`config.mk`:
```
export PLATFORM = sky130hd
export DESIGN_NAME = ucg_top
export DESIGN_NICKNAME = d
export VERILOG_FILES = /design/src/design/ucg_pkg.sv /design/src/design/ucg_top.sv
export SDC_FILE = /design/constraint.sdc
export NUM_CORES = 1
export LEC_CHECK = 0
export ABC_CLOCK_PERIOD_IN_PS = 3030
export BUFFER_PORTS_ARGS = -buffer_cell sky130_fd_sc_hd__buf_2
export CAP_MARGIN = 40
export CORE_MARGIN = 10
export CORE_UTILIZATION = 40
export DETAILED_ROUTE_END_ITERATION = 16
export GPL_ROUTABILITY_DRIVEN = 0
export SYNTH_ARGS = -nofsm -noshare
export SYNTH_HDL_FRONTEND = slang
export SYNTH_HIERARCHICAL = 1
export SYNTH_SLANG_ARGS = --single-unit
```
`constraint.sdc`:
```
create_clock -name core_clk -period 3.03 [get_ports core_clk]
set_input_delay 0.4545 -clock core_clk [delete_from_list [all_inputs] [get_ports core_clk]]
set_output_delay 0.4545 -clock core_clk [all_outputs]
set_load 0.01 [all_outputs]
```
`src/design/ucg_pkg.sv`:
```
package ucg_pkg;
  // register offsets inside one channel window
  localparam logic [4:0] OFF_DATA  = 5'h00;
  localparam logic [4:0] OFF_CTRLA = 5'h04;
  localparam logic [4:0] OFF_CTRLC = 5'h08;
  localparam logic [4:0] OFF_BAUDL = 5'h0C;
  localparam logic [4:0] OFF_BAUDH = 5'h10;
  localparam int         CHAN_BIT  = 5;
  localparam int         CHAN_NUM  = 2;
  // control_status_a fields
  localparam int A_DOUBLE  = 1;
  localparam int A_PARERR  = 2;
  localparam int A_OVERRUN = 3;
  localparam int A_FRMERR  = 4;
  localparam int A_TXEMPTY = 5;
  localparam int A_RXAVAIL = 7;
  // control_status_c fields
  localparam int C_POL     = 0;
  localparam int C_DIR     = 2;
  localparam int C_PARODD  = 4;
  localparam int C_PAREN   = 5;
  localparam int C_SYNC    = 6;
  localparam int C_PWRCUT  = 7;
  // reset values
  localparam logic [11:0] BAUD_RST = 12'h000;
  localparam logic [7:0]  BYTE_RST = 8'h00;
  // recovery state counts, last index and mid sample point
  localparam logic [3:0] LAST_NORMAL = 4'hF;
  localparam logic [3:0] LAST_DOUBLE = 4'h7;
  localparam logic [3:0] LAST_SYNC   = 4'h1;
  localparam logic [3:0] MID_NORMAL  = 4'h8;
  localparam logic [3:0] MID_DOUBLE  = 4'h4;
  // bits after start: data, optional parity, stop
  localparam logic [3:0] BITS_NOPAR  = 4'h9;
  localparam logic [3:0] BITS_PAR    = 4'hA;
  localparam logic [1:0] RXQ_DEPTH   = 2'h2;

  typedef enum {RX_IDLE, RX_START, RX_BITS} ucg_rx_e;

  typedef struct packed {
    logic rxd;
    logic xckIn;
  } ucg_pin_in_s;

  typedef struct packed {
    logic txd;
    logic xckOut;
    logic xckOe;
  } ucg_pin_out_s;

  typedef struct packed {
    logic pwrCut;
    logic sync;
    logic parEn;
    logic parOdd;
    logic dir;
    logic pol;
  } ucg_cfg_s;

  typedef struct packed {
    logic       pe;
    logic       fe;
    logic [7:0] data;
  } ucg_rxent_s;
endpackage : ucg_pkg

```
`src/design/ucg_top.sv`:
```
// What this block does
// - four clock modes, sync select picks sync
// - in sync, clock direction picks master or slave
// - transfer clock pin idle in async modes
// - down-counter reloads at zero or low write
// - one baud pulse per counter zero
// - transmit clock is baud pulse over 2/8/16
// - receive recovery steps 2, 8 or 16 states
// - bit rate clock over 16/8/2 times divisor plus one
// - divisor is 12 bits from high/low
// - double speed uses 8 samples not 16
// - slave clock synchronised then edge detected
// - internal generator clocks async and master
// - single transmit buffer, back-to-back frames
// - two-level receive queue with error flags
// - two identical channels, separate registers
// - change on one edge, sample other
`timescale 1ns/1ps

module ucg_channel (
  input  wire logic                  core_clk,
  input  wire logic                  sys_rst,
  input  wire logic                  wrStb,
  input  wire logic                  rdStb,
  input  wire logic [4:0]            regOff,
  input  wire logic [7:0]            wrByte,
  output logic      [7:0]            rdByte,
  input  wire ucg_pkg::ucg_pin_in_s  pinIn,
  output ucg_pkg::ucg_pin_out_s      pinOut
);
  ucg_pkg::ucg_cfg_s   cfg_ff;
  logic                double_ff;
  logic [7:0]          baudLow_ff;
  logic [3:0]          baudHigh_ff;
  logic [11:0]         baudCnt_ff;
  logic                xckOut_ff;
  logic                xckOe_ff;
  logic                xs1_ff;
  logic                xs2_ff;
  logic                xPrev_ff;
  logic [3:0]          txPre_ff;
  logic [7:0]          txBuf_ff;
  logic                txFull_ff;
  logic [9:0]          txShift_ff;
  logic [3:0]          txLeft_ff;
  logic                txd_ff;
  ucg_pkg::ucg_rx_e    rxState_ff;
  logic [3:0]          rxPhase_ff;
  logic [9:0]          rxShift_ff;
  logic [3:0]          rxLeft_ff;
  ucg_pkg::ucg_rxent_s rxq_ff [2];
  logic [1:0]          rxCnt_ff;
  logic                overrun_ff;

  logic                hold;
  logic                wrData;
  logic                wrLow;
  logic [11:0]         baudDiv;
  logic                baudTick;
  logic                master;
  logic                slave;
  logic                dbl;
  logic [3:0]          stateLast;
  logic [3:0]          midPhase;
  logic                riseEv;
  logic                fallEv;
  logic                changeEv;
  logic                sampleEv;
  logic                txTick;
  logic                txLoad;
  logic                rxd;
  logic                rxSample;
  logic                rxDone;
  logic [9:0]          rxNext;
  ucg_pkg::ucg_rxent_s rxEnt;
  logic                rxPop;

  // power cut holds the channel like reset
  assign hold    = sys_rst | cfg_ff.pwrCut;
  assign wrData  = wrStb & (regOff == ucg_pkg::OFF_DATA);
  assign wrLow   = wrStb & (regOff == ucg_pkg::OFF_BAUDL);
  assign baudDiv = {baudHigh_ff, baudLow_ff};
  assign rxd     = pinIn.rxd;

  // mode decode
  assign master = cfg_ff.sync & cfg_ff.dir;
  assign slave  = cfg_ff.sync & ~cfg_ff.dir;
  assign dbl    = double_ff & ~cfg_ff.sync;
  always_comb begin
    if (cfg_ff.sync) begin
      stateLast = ucg_pkg::LAST_SYNC;
    end else if (dbl) begin
      stateLast = ucg_pkg::LAST_DOUBLE;
    end else begin
      stateLast = ucg_pkg::LAST_NORMAL;
    end
    midPhase = dbl ? ucg_pkg::MID_DOUBLE : ucg_pkg::MID_NORMAL;
  end

  // configuration registers
  always_ff @(posedge core_clk) begin
    if (sys_rst) begin
      cfg_ff      <= '0;
      double_ff   <= 1'b0;
      baudLow_ff  <= ucg_pkg::BYTE_RST;
      baudHigh_ff <= 4'h0;
    end else if (wrStb) begin
      if (regOff == ucg_pkg::OFF_CTRLA) begin
        double_ff <= wrByte[ucg_pkg::A_DOUBLE];
      end else if (regOff == ucg_pkg::OFF_CTRLC) begin
        cfg_ff.pwrCut <= wrByte[ucg_pkg::C_PWRCUT];
        cfg_ff.sync   <= wrByte[ucg_pkg::C_SYNC];
        cfg_ff.parEn  <= wrByte[ucg_pkg::C_PAREN];
        cfg_ff.parOdd <= wrByte[ucg_pkg::C_PARODD];
        cfg_ff.dir    <= wrByte[ucg_pkg::C_DIR];
        cfg_ff.pol    <= wrByte[ucg_pkg::C_POL];
      end else if (regOff == ucg_pkg::OFF_BAUDL) begin
        baudLow_ff <= wrByte;
      end else if (regOff == ucg_pkg::OFF_BAUDH) begin
        baudHigh_ff <= wrByte[3:0];
      end
    end
  end

  // baud down-counter
  assign baudTick = (baudCnt_ff == 12'h000);
  always_ff @(posedge core_clk) begin
    if (hold) begin
      baudCnt_ff <= ucg_pkg::BAUD_RST;
    end else if (wrLow) begin
      baudCnt_ff <= {baudHigh_ff, wrByte};
    end else if (baudTick) begin
      baudCnt_ff <= baudDiv;
    end else begin
      baudCnt_ff <= baudCnt_ff - 12'h001;
    end
  end

  // master clock out, toggles per baud pulse
  always_ff @(posedge core_clk) begin
    if (hold || !master) begin
      xckOut_ff <= 1'b0;
    end else if (baudTick) begin
      xckOut_ff <= ~xckOut_ff;
    end
  end

  always_ff @(posedge core_clk) begin
    if (hold) begin
      xckOe_ff <= 1'b0;
    end else begin
      xckOe_ff <= master;
    end
  end

  // slave clock synchroniser and edge detector
  always_ff @(posedge core_clk) begin
    if (hold) begin
      xs1_ff   <= 1'b0;
      xs2_ff   <= 1'b0;
      xPrev_ff <= 1'b0;
    end else begin
      xs1_ff   <= pinIn.xckIn;
      xs2_ff   <= xs1_ff;
      xPrev_ff <= xs2_ff;
    end
  end

  // clock edges for synchronous modes
  always_comb begin
    riseEv = 1'b0;
    fallEv = 1'b0;
    if (master) begin
      riseEv = baudTick & ~xckOut_ff;
      fallEv = baudTick & xckOut_ff;
    end else if (slave) begin
      riseEv = xs2_ff & ~xPrev_ff;
      fallEv = ~xs2_ff & xPrev_ff;
    end
    changeEv = cfg_ff.pol ? fallEv : riseEv;
    sampleEv = cfg_ff.pol ? riseEv : fallEv;
  end

  // transmit prescaler for async modes
  always_ff @(posedge core_clk) begin
    if (hold) begin
      txPre_ff <= 4'h0;
    end else if (baudTick) begin
      txPre_ff <= (txPre_ff == stateLast) ? 4'h0 : txPre_ff + 4'h1;
    end
  end

  assign txTick = cfg_ff.sync ? changeEv
                              : (baudTick & (txPre_ff == stateLast));
  assign txLoad = txTick & (txLeft_ff == 4'h0) & txFull_ff;

  // transmit buffer, a write wins over a load
  always_ff @(posedge core_clk) begin
    if (hold) begin
      txFull_ff <= 1'b0;
      txBuf_ff  <= ucg_pkg::BYTE_RST;
    end else begin
      if (txLoad) begin
        txFull_ff <= 1'b0;
      end
      if (wrData) begin
        txFull_ff <= 1'b1;
        txBuf_ff  <= wrByte;
      end
    end
  end

  // transmit shifter, reloads straight after stop bit
  always_ff @(posedge core_clk) begin
    if (hold) begin
      txd_ff     <= 1'b1;
      txLeft_ff  <= 4'h0;
      txShift_ff <= 10'h3FF;
    end else if (txTick) begin
      if (txLeft_ff != 4'h0) begin
        txd_ff     <= txShift_ff[0];
        txShift_ff <= {1'b1, txShift_ff[9:1]};
        txLeft_ff  <= txLeft_ff - 4'h1;
      end else if (txFull_ff) begin
        txd_ff <= 1'b0;
        if (cfg_ff.parEn) begin
          txShift_ff <= {1'b1, ^txBuf_ff ^ cfg_ff.parOdd, txBuf_ff};
          txLeft_ff  <= ucg_pkg::BITS_PAR;
        end else begin
          txShift_ff <= {2'b11, txBuf_ff};
          txLeft_ff  <= ucg_pkg::BITS_NOPAR;
        end
      end
    end
  end

  // receive recovery phase counter
  always_ff @(posedge core_clk) begin
    if (hold || rxState_ff == ucg_pkg::RX_IDLE) begin
      rxPhase_ff <= 4'h0;
    end else if (baudTick) begin
      rxPhase_ff <= (rxPhase_ff == stateLast) ? 4'h0 : rxPhase_ff + 4'h1;
    end
  end

  assign rxSample = cfg_ff.sync ? sampleEv
                                : (baudTick & (rxPhase_ff == midPhase));
  assign rxNext   = {rxd, rxShift_ff[9:1]};

  // receive frame state machine
  always_ff @(posedge core_clk) begin
    if (hold) begin
      rxState_ff <= ucg_pkg::RX_IDLE;
      rxLeft_ff  <= 4'h0;
      rxShift_ff <= 10'h000;
    end else begin
      case (rxState_ff)
        ucg_pkg::RX_IDLE: begin
          if (cfg_ff.sync && sampleEv && !rxd) begin
            rxState_ff <= ucg_pkg::RX_BITS;
            rxLeft_ff  <= cfg_ff.parEn ? ucg_pkg::BITS_PAR : ucg_pkg::BITS_NOPAR;
          end else if (!cfg_ff.sync && baudTick && !rxd) begin
            rxState_ff <= ucg_pkg::RX_START;
          end
        end
        ucg_pkg::RX_START: begin
          if (rxSample) begin
            if (rxd) begin
              rxState_ff <= ucg_pkg::RX_IDLE;
            end else begin
              rxState_ff <= ucg_pkg::RX_BITS;
              rxLeft_ff  <= cfg_ff.parEn ? ucg_pkg::BITS_PAR : ucg_pkg::BITS_NOPAR;
            end
          end
        end
        default: begin
          if (rxSample) begin
            rxShift_ff <= rxNext;
            rxLeft_ff  <= rxLeft_ff - 4'h1;
            if (rxLeft_ff == 4'h1) begin
              rxState_ff <= ucg_pkg::RX_IDLE;
            end
          end
        end
      endcase
    end
  end

  // completed frame and its error checks
  assign rxDone = (rxState_ff == ucg_pkg::RX_BITS) & rxSample & (rxLeft_ff == 4'h1);
  always_comb begin
    rxEnt.fe = ~rxNext[9];
    if (cfg_ff.parEn) begin
      rxEnt.data = rxNext[7:0];
      rxEnt.pe   = rxNext[8] ^ (^rxNext[7:0]) ^ cfg_ff.parOdd;
    end else begin
      rxEnt.data = rxNext[8:1];
      rxEnt.pe   = 1'b0;
    end
  end

  assign rxPop = rdStb & (regOff == ucg_pkg::OFF_DATA) & (rxCnt_ff != 2'h0);

  // two-level receive queue
  always_ff @(posedge core_clk) begin
    if (hold) begin
      rxCnt_ff <= 2'h0;
    end else if (rxDone && !rxPop) begin
      if (rxCnt_ff != ucg_pkg::RXQ_DEPTH) begin
        rxq_ff[rxCnt_ff[0]] <= rxEnt;
        rxCnt_ff            <= rxCnt_ff + 2'h1;
      end
    end else if (rxPop && !rxDone) begin
      rxq_ff[0] <= rxq_ff[1];
      rxCnt_ff  <= rxCnt_ff - 2'h1;
    end else if (rxPop && rxDone) begin
      if (rxCnt_ff == 2'h1) begin
        rxq_ff[0] <= rxEnt;
      end else begin
        rxq_ff[0] <= rxq_ff[1];
        rxq_ff[1] <= rxEnt;
      end
    end
  end

  // overrun flag, clear by read wins over set
  always_ff @(posedge core_clk) begin
    if (hold) begin
      overrun_ff <= 1'b0;
    end else if (rxDone && !rxPop && rxCnt_ff == ucg_pkg::RXQ_DEPTH) begin
      overrun_ff <= 1'b1;
    end else if (rxPop) begin
      overrun_ff <= 1'b0;
    end
  end

  // register read mux
  always_comb begin
    rdByte = ucg_pkg::BYTE_RST;
    if (regOff == ucg_pkg::OFF_DATA) begin
      rdByte = (rxCnt_ff != 2'h0) ? rxq_ff[0].data : ucg_pkg::BYTE_RST;
    end else if (regOff == ucg_pkg::OFF_CTRLA) begin
      rdByte[ucg_pkg::A_RXAVAIL] = (rxCnt_ff != 2'h0);
      rdByte[ucg_pkg::A_TXEMPTY] = ~txFull_ff;
      rdByte[ucg_pkg::A_FRMERR]  = (rxCnt_ff != 2'h0) & rxq_ff[0].fe;
      rdByte[ucg_pkg::A_OVERRUN] = overrun_ff;
      rdByte[ucg_pkg::A_PARERR]  = (rxCnt_ff != 2'h0) & rxq_ff[0].pe;
      rdByte[ucg_pkg::A_DOUBLE]  = double_ff;
    end else if (regOff == ucg_pkg::OFF_CTRLC) begin
      rdByte[ucg_pkg::C_PWRCUT] = cfg_ff.pwrCut;
      rdByte[ucg_pkg::C_SYNC]   = cfg_ff.sync;
      rdByte[ucg_pkg::C_PAREN]  = cfg_ff.parEn;
      rdByte[ucg_pkg::C_PARODD] = cfg_ff.parOdd;
      rdByte[ucg_pkg::C_DIR]    = cfg_ff.dir;
      rdByte[ucg_pkg::C_POL]    = cfg_ff.pol;
    end else if (regOff == ucg_pkg::OFF_BAUDL) begin
      rdByte = baudLow_ff;
    end else if (regOff == ucg_pkg::OFF_BAUDH) begin
      rdByte = {4'h0, baudHigh_ff};
    end
  end

  assign pinOut.txd    = txd_ff;
  assign pinOut.xckOut = xckOut_ff;
  assign pinOut.xckOe  = xckOe_ff;
endmodule : ucg_channel

module ucg_top (
  input  wire logic                  core_clk,
  input  wire logic                  sys_rst,
  input  wire logic                  wb_cyc_i,
  input  wire logic                  wb_stb_i,
  input  wire logic                  wb_we_i,
  input  wire logic [7:0]            wb_adr_i,
  input  wire logic [3:0]            wb_sel_i,
  input  wire logic [31:0]           wb_dat_i,
  output logic      [31:0]           wb_dat_o,
  output logic                       wb_ack_o,
  input  wire ucg_pkg::ucg_pin_in_s  pinIn [2],
  output ucg_pkg::ucg_pin_out_s      pinOut [2]
);
  logic        ack_ff;
  logic [31:0] datOut_ff;
  logic        wbReq;
  logic        inMap;
  logic [7:0]  rdByte [2];
  logic        chanSel;

  assign wbReq   = wb_cyc_i & wb_stb_i & ~ack_ff;
  assign inMap   = (wb_adr_i[7:6] == 2'h0);
  assign chanSel = wb_adr_i[ucg_pkg::CHAN_BIT];

  // two identical channels
  for (genvar i = 0; i < ucg_pkg::CHAN_NUM; i++) begin : g_chan
    ucg_channel u_chan (
      .core_clk (core_clk),
      .sys_rst  (sys_rst),
      .wrStb    (wbReq & wb_we_i & wb_sel_i[0] & inMap & (chanSel == 1'(i))),
      .rdStb    (wbReq & ~wb_we_i & inMap & (chanSel == 1'(i))),
      .regOff   (wb_adr_i[4:0]),
      .wrByte   (wb_dat_i[7:0]),
      .rdByte   (rdByte[i]),
      .pinIn    (pinIn[i]),
      .pinOut   (pinOut[i])
    );
  end

  // single-wait-state acknowledge
  always_ff @(posedge core_clk) begin
    if (sys_rst) begin
      ack_ff <= 1'b0;
    end else begin
      ack_ff <= wbReq;
    end
  end

  always_ff @(posedge core_clk) begin
    if (sys_rst) begin
      datOut_ff <= 32'h0000_0000;
    end else if (wbReq && !wb_we_i) begin
      datOut_ff <= inMap ? {24'h00_0000, rdByte[chanSel]} : 32'h0000_0000;
    end
  end

  assign wb_ack_o = ack_ff;
  assign wb_dat_o = datOut_ff;
endmodule : ucg_top

```
---- Yosys cells after proc, flatten, opt, wreduce, memory -nomap -nowiden ----
Memories as Yosys holds them, arrays and structs flattened.
Cells that the tools add are included.
word-level totals
  output and inout port bits .............. 39
  RAM bits ................................ 40
  word-level logic and storage cells ...... 441
  memories kept ........................... 2
  bits of input ports ..................... 53
  register bits ........................... 267
cells by class
  reduce and logical (&&, ||, !) cells .... 84
  equal/unequal tests ..................... 32
  muxes and demuxes ....................... 168
  bitwise operators ....................... 84
  add/sub/neg operators ................... 14
  magnitude comparators ................... 1
memory list
  name                     depth  width  read ports  clocked after memory_dff  wr ports  RTL line       text
  g_chan[0].u_chan.rxq_ff  2      10     2           0                         2         ucg_top.sv:51  ucg_pkg::ucg_rxent_s rxq_ff [2];
  g_chan[1].u_chan.rxq_ff  2      10     2           0                         2         ucg_top.sv:51
operators with widths
  kind                   number
  $mux 32                10
  $logic_not 32->1       4
  $pmux 32 s2            2
  $mux 4                 26
  $mux 10                10
  $mux 8                 12
  $mux 1                 88
  $eq 32x1->1 const B    2
  $eq 32x3->1 const B    2
  $and 1x1->1            49
  $mux 12                4
  $reduce_xor 8->1       4
  $eq 4x4->1             6
  $logic_not 12->1       2
  $reduce_and 4->1       6
  $reduce_bool 2->1      12
  $sub 12x1->12 const B  2
  $not 1->1              22
  $mux 2                 10
  $reduce_or 10->1       2
  $mux 9                 2
  $logic_and 1x1->1      17
  $add 4x1->4 const B    4
  $pmux 4 s2             2
  other kinds (28)       83

---- Longest topological paths before layout ----
  depth in word-level cells ............... 18
  depth in mapped cells ................... 10
  mapped depth without buffers ............ 9

---- Modules after synthesis ----
The synthesis kept the hierarchy.
by module, submodules not included
  module                          times used  area an instance (µm²)  cells an instance
  ucg_channel (g_chan[0].u_chan)  1           5,355.1                 574
  ucg_channel (g_chan[1].u_chan)  1           5,248.8                 582
  ucg_top                         1           686.9                   82

---- Worst setup path before layout ----
Ideal clock, no wire load.
  path type ............................... reg2reg
  from .................................... register g_chan[1].u_chan.baudCnt_ff[0]
  to ...................................... memory g_chan[1].u_chan/rxq_ff[0][0] (netlist name), enable pin
  clock period less this slack ............ 2.871 ns
  data arrival time ....................... 2.491 ns
  stages on the path, launching flop included .. 10
  setup slack ............................. 0.159 ns
  library setup time ...................... 0.380 ns
  path buffers ............................ 1
  cell sequence ........................... dfxtp_1 -> inv_1 -> ha_1 -> nor4b_1 -> nand4_1 -> a22o_1 -> a21boi_2 -> buf_4 -> nand4_1 -> a21oi_1
RTL lines
  item                    RTL line        text
  start, declared         ucg_top.sv:35   logic [11:0] baudCnt_ff;
  start signal, assigned  ucg_top.sv:129  baudCnt_ff <= ucg_pkg::BAUD_RST;
  start signal, assigned  ucg_top.sv:131  baudCnt_ff <= {baudHigh_ff, wrByte};
  start signal, assigned  ucg_top.sv:133  baudCnt_ff <= baudDiv;
  end, declared           ucg_top.sv:51

==> reports/results.env <==
SYNTH-SIMPLE-AREA-SHARE=0.212
MAX-CAP-VIOLATIONS=0
FP.DIEW_UM=188
FRACTION_OF_LAYOUT_CELLS_WITH_A_SIZE_SUFFIX_ABOVE_1=0.147
POSTCTSRESIZEDCELLS=0
LEAKAGEPOWER_uW=0.00494
AREA_DELTA_SYNTH_FINAL_PCT=12.3
CP-START-KIND='flip-flop'
DPL_WORST_SLACK_PS=368
TOP_LEVEL_PORTS=92
GRT.TOTAL_USAGE=0.153
CTS_HTREE_LEVELS=1
PATH_CELLS='inv_1 > ha_1 > nor4b_1 > nand4_1 > a22o_1 > a21boi_2 > and4b_1'
HOLDBUFCOUNTCTS=0
CLKSINKCOUNT=219
TIMING.FINAL.HOLD_VIOLATIONS=0
PLACEABLECOREAREA_SQ_UM=27800
VDD_IR_DROP_MAX_uV=437
MAX_CLOCK_FREQ_MHz=373
CTS-BUFFERS-INSERTED=27
WORST-SETUP-PATH-TYPE='flip-flop to flip-flop'
FINAL_CRITICAL_PATH_SETUP_SLACK_PS=346
CORE.ROWCOUNT=61
POWER_DENSITY_nW_PER_UM2=617
NUMPORTBUFFERS=40
YOSYSSEQAREASHARE=0.424
REPORT.FINAL.SLEW_VIOL_COUNT=0
PLACEDCELLCOUNT=1618
WORSTHOLDPATHTYPE='primary input to flip-flop'
CRIT_PATH_MAX_INCR_DELAY_PS=520
SYNTH-EDFF-COUNT=40
CTS_TREE='built'
DIE_HEIGHT_UM=188
SYNTH-ADDER-AREA-SHARE=0.0233
MAIN_COMBINATIONAL_CELL_FAMILY_BY_AREA_AFTER_SYNTHESIS='simple AND/OR/NAND/NOR gates'
VIAS=8953
CRIT_PATH_MAX_FANOUT=10
DETAIL_ROUTE.VIAS_PER_CELL=5.37
FP.DIEAREA_SQ_UM=35300
SYNTH_MUX_AREA_FRAC=0.103
START_UTIL=0.406
GRT_PASS1_VIAS=8644
CPMAXSTAGEDELAYCELL='sky130_fd_sc_hd__and4b_1'
CTS.CLK_SLEW.WORST_PATHS_PS=60
GRT_SETUP_UNREPAIRED='false'
HPWL_MM=19.8
OUTCOME='completed'
ROUTED_WL_MM=28.0
SETUP.WORST_PATH.END_CLASS='flip-flop'
ANTENNA-DIODE-COUNT=0
DETAIL_ROUTE.FIRST_PASS.ITERATIONS=5
CLOCK_SKEW_PS=8.90
INSTANCES_NO_FILL=1667
SYNTH_COMPOUND_GATE_AREA_SHARE=0.133
SEQUENTIAL_CELL_AREA_SQ_UM=4780
FIN_TNS_SETUP_PS=0
POST_DR_WIRELENGTH_CELL_UM=16.8
CLKLATENCYLATEPIN_PS=530
POST-CTS-SETUP-BUFFERS=0
GR-TOTAL-OVERFLOW=0
FINAL_PERIOD_MINUS_WORST_SETUP_SLACK_PS=2680
DETAILEDROUTE.FIRSTITERATIONVIOLATIONS=662
DRC=0
YOSYSUNIQUECELLTYPES=87
SYNTH.CELL_AREA_SQ_UM=11300
YOSYS_MOST_USED_DFF='sky130_fd_sc_hd__dfxtp_1'
POSTSYNTHREGISTERBITS=219
GRT_ANTENNA_BEFORE_REPAIR=0
GRT_FIRST_PASS_WIRELENGTH_MM=45.6
FIN_CRIT_SH=0.886
GRT_START_MAX_NET_PINS=35
ANT_NETS=0
ASYNC_SET_RESET_FLOP_SHARE_OUT_OF_SYNTHESIS=0
CTS_BUFFER_DEPTH=3
CLOCK-ROOT-BUFFER='sky130_fd_sc_hd__clkbuf_16'
NNETSFINAL=1343
WORSTMARGINPINSLEW_PS=828
NETLIST_INSTANCES=1238
N_FILL_CELL=2706
SETUP_VIOLATIONS=0
TIMING.MAX_SLEW.REL_SLACK=0.447
SYN_AVG_CELL_AREA_SQ_UM=9.12
SYNTH-WARNING-COUNT=6
MULTI_INPUT_COMB_AREA_SQ_UM=5960
CP.ARRIVAL_PS=2870
MOSTFREQUENTLAYOUTCELLS='179 x sky130_fd_sc_hd__dfxtp_1, 145 x sky130_fd_sc_hd__nand2_1, 105 x sky130_fd_sc_hd__nor2_1'
FINAL_COMMON_CELL='sky130_fd_sc_hd__dfxtp_1'
SYNTH_XOR_AREA_FRAC=0.0481
CRITICAL_PATH_REQUIRED_PS=3210
path summary, 6_finish.rpt:
check | from | end | slack (ps) | cells past startpoint
setup / recovery | g_chan[1].u_chan/baudCnt_ff[0] | g_chan[1].u_chan/rxq_ff[1][3] | 350 | 7
hold reg to reg | g_chan[1].u_chan/xs1_ff | g_chan[1].u_chan/xs2_ff | 420 | 1
setup reg to reg | g_chan[1].u_chan/baudCnt_ff[0] | g_chan[1].u_chan/rxq_ff[1][3] | 350 | 7
hold / removal | pinIn[0] | g_chan[1].u_chan/xs1_ff | 130 | 2
through the flow:
stage	cell area [sq um]	util	hold slack (ps)	power, uW
after floorplan	11400	-	406	4400
after global placement	11800	0.424	411	4700
after detailed placement	11800	0.424	411	4730
after CTS	12700	0.456	111	7910
after global routing	12700	0.456	130	8230
final	12700	0.456	132	7820
worst max-delay path: cells and delay by family (launching register included):
kind	cells	cell delay, ps
and+or+nand+nor	3	960
buffers and inverters	1	110
AOI/OAI and AO/OA	2	670
DFF	1	350
adders and majority gates	1	250
cell usage after synthesis, types with 7 or more instances:
cell,n,area (sq um)
sky130_fd_sc_hd__clkbuf_1,51,191
sky130_fd_sc_hd__xor2_1,20,175
sky130_fd_sc_hd__inv_1,32,120
sky130_fd_sc_hd__nor3b_1,8,60.1
sky130_fd_sc_hd__nor2_1,105,394
sky130_fd_sc_hd__o21ai_0,34,170
sky130_fd_sc_hd__nor4bb_1,7,70.1
sky130_fd_sc_hd__a21oi_1,91,455
sky130_fd_sc_hd__dfxtp_1,179,3580
sky130_fd_sc_hd__ha_1,21,263
sky130_fd_sc_hd__edfxtp_1,40,1200
sky130_fd_sc_hd__o211ai_1,27,203
sky130_fd_sc_hd__a31oi_1,7,43.8
sky130_fd_sc_hd__a41oi_1,10,87.6
sky130_fd_sc_hd__nand2_1,145,544
sky130_fd_sc_hd__and3_1,10,62.6
sky130_fd_sc_hd__nand3_1,53,265
sky130_fd_sc_hd__nand4_1,8,50.1
sky130_fd_sc_hd__mux2_2,47,529
sky130_fd_sc_hd__a211oi_1,10,75.1
sky130_fd_sc_hd__buf_4,32,240
sky130_fd_sc_hd__and2_1,18,113
sky130_fd_sc_hd__nor3_1,34,170
sky130_fd_sc_hd__xnor2_1,42,368
sky130_fd_sc_hd__or3_1,10,62.6
sky130_fd_sc_hd__mux2i_1,63,631
flip-flops by register name (all words and copies together), names as in the netlist, 8 cells and up:
register	cells
g_chan.u_chan/baudCnt_ff	24
g_chan.u_chan/baudHigh_ff	8
g_chan.u_chan/baudLow_ff	16
g_chan.u_chan/cfg_ff	12
g_chan.u_chan/rxLeft_ff	8
g_chan.u_chan/rxPhase_ff	8
g_chan.u_chan/rxShift_ff	18
g_chan.u_chan/rxq_ff	40
g_chan.u_chan/txBuf_ff	16
g_chan.u_chan/txLeft_ff	8
g_chan.u_chan/txPre_ff	8
g_chan.u_chan/txShift_ff	18
wb_dat_o	8
report_power, final:
part / internal, uW / switching, uW / total (uW)
Clock: 1930 / 1220 / 3150
Combinational: 604 / 805 / 1410
Sequential: 3090 / 171 / 3270
kinds of logic after synthesis:
kind of cell,count (synthesis)
buf+inv,127
simple gates,467
compound gates,231
mux,110
xor+xnor,62
flops,219
other cells,1
fa+ha+maj,21
area by class of cell:
type	instances	share of cell area
Multi-Input combinational cell	915	0.470
Sequential cell	219	0.377
Clock buffer	43	0.0646
Tap cell	378	0.0373
Timing Repair Buffer	74	0.0359
Inverter	32	0.00947
Clock inverter	6	0.00533
metal layers:
metal | track usage | up-vias | wire length (um)
met5 | 0 | - | 0
met4 | 0.0505 | 0 | 633
met3 | 0.0258 | 44 | 1310
met2 | 0.249 | 180 | 13100
met1 | 0.202 | 4258 | 12900
li1 | - | 4471 | -
(Power assumes the default switching activity.)
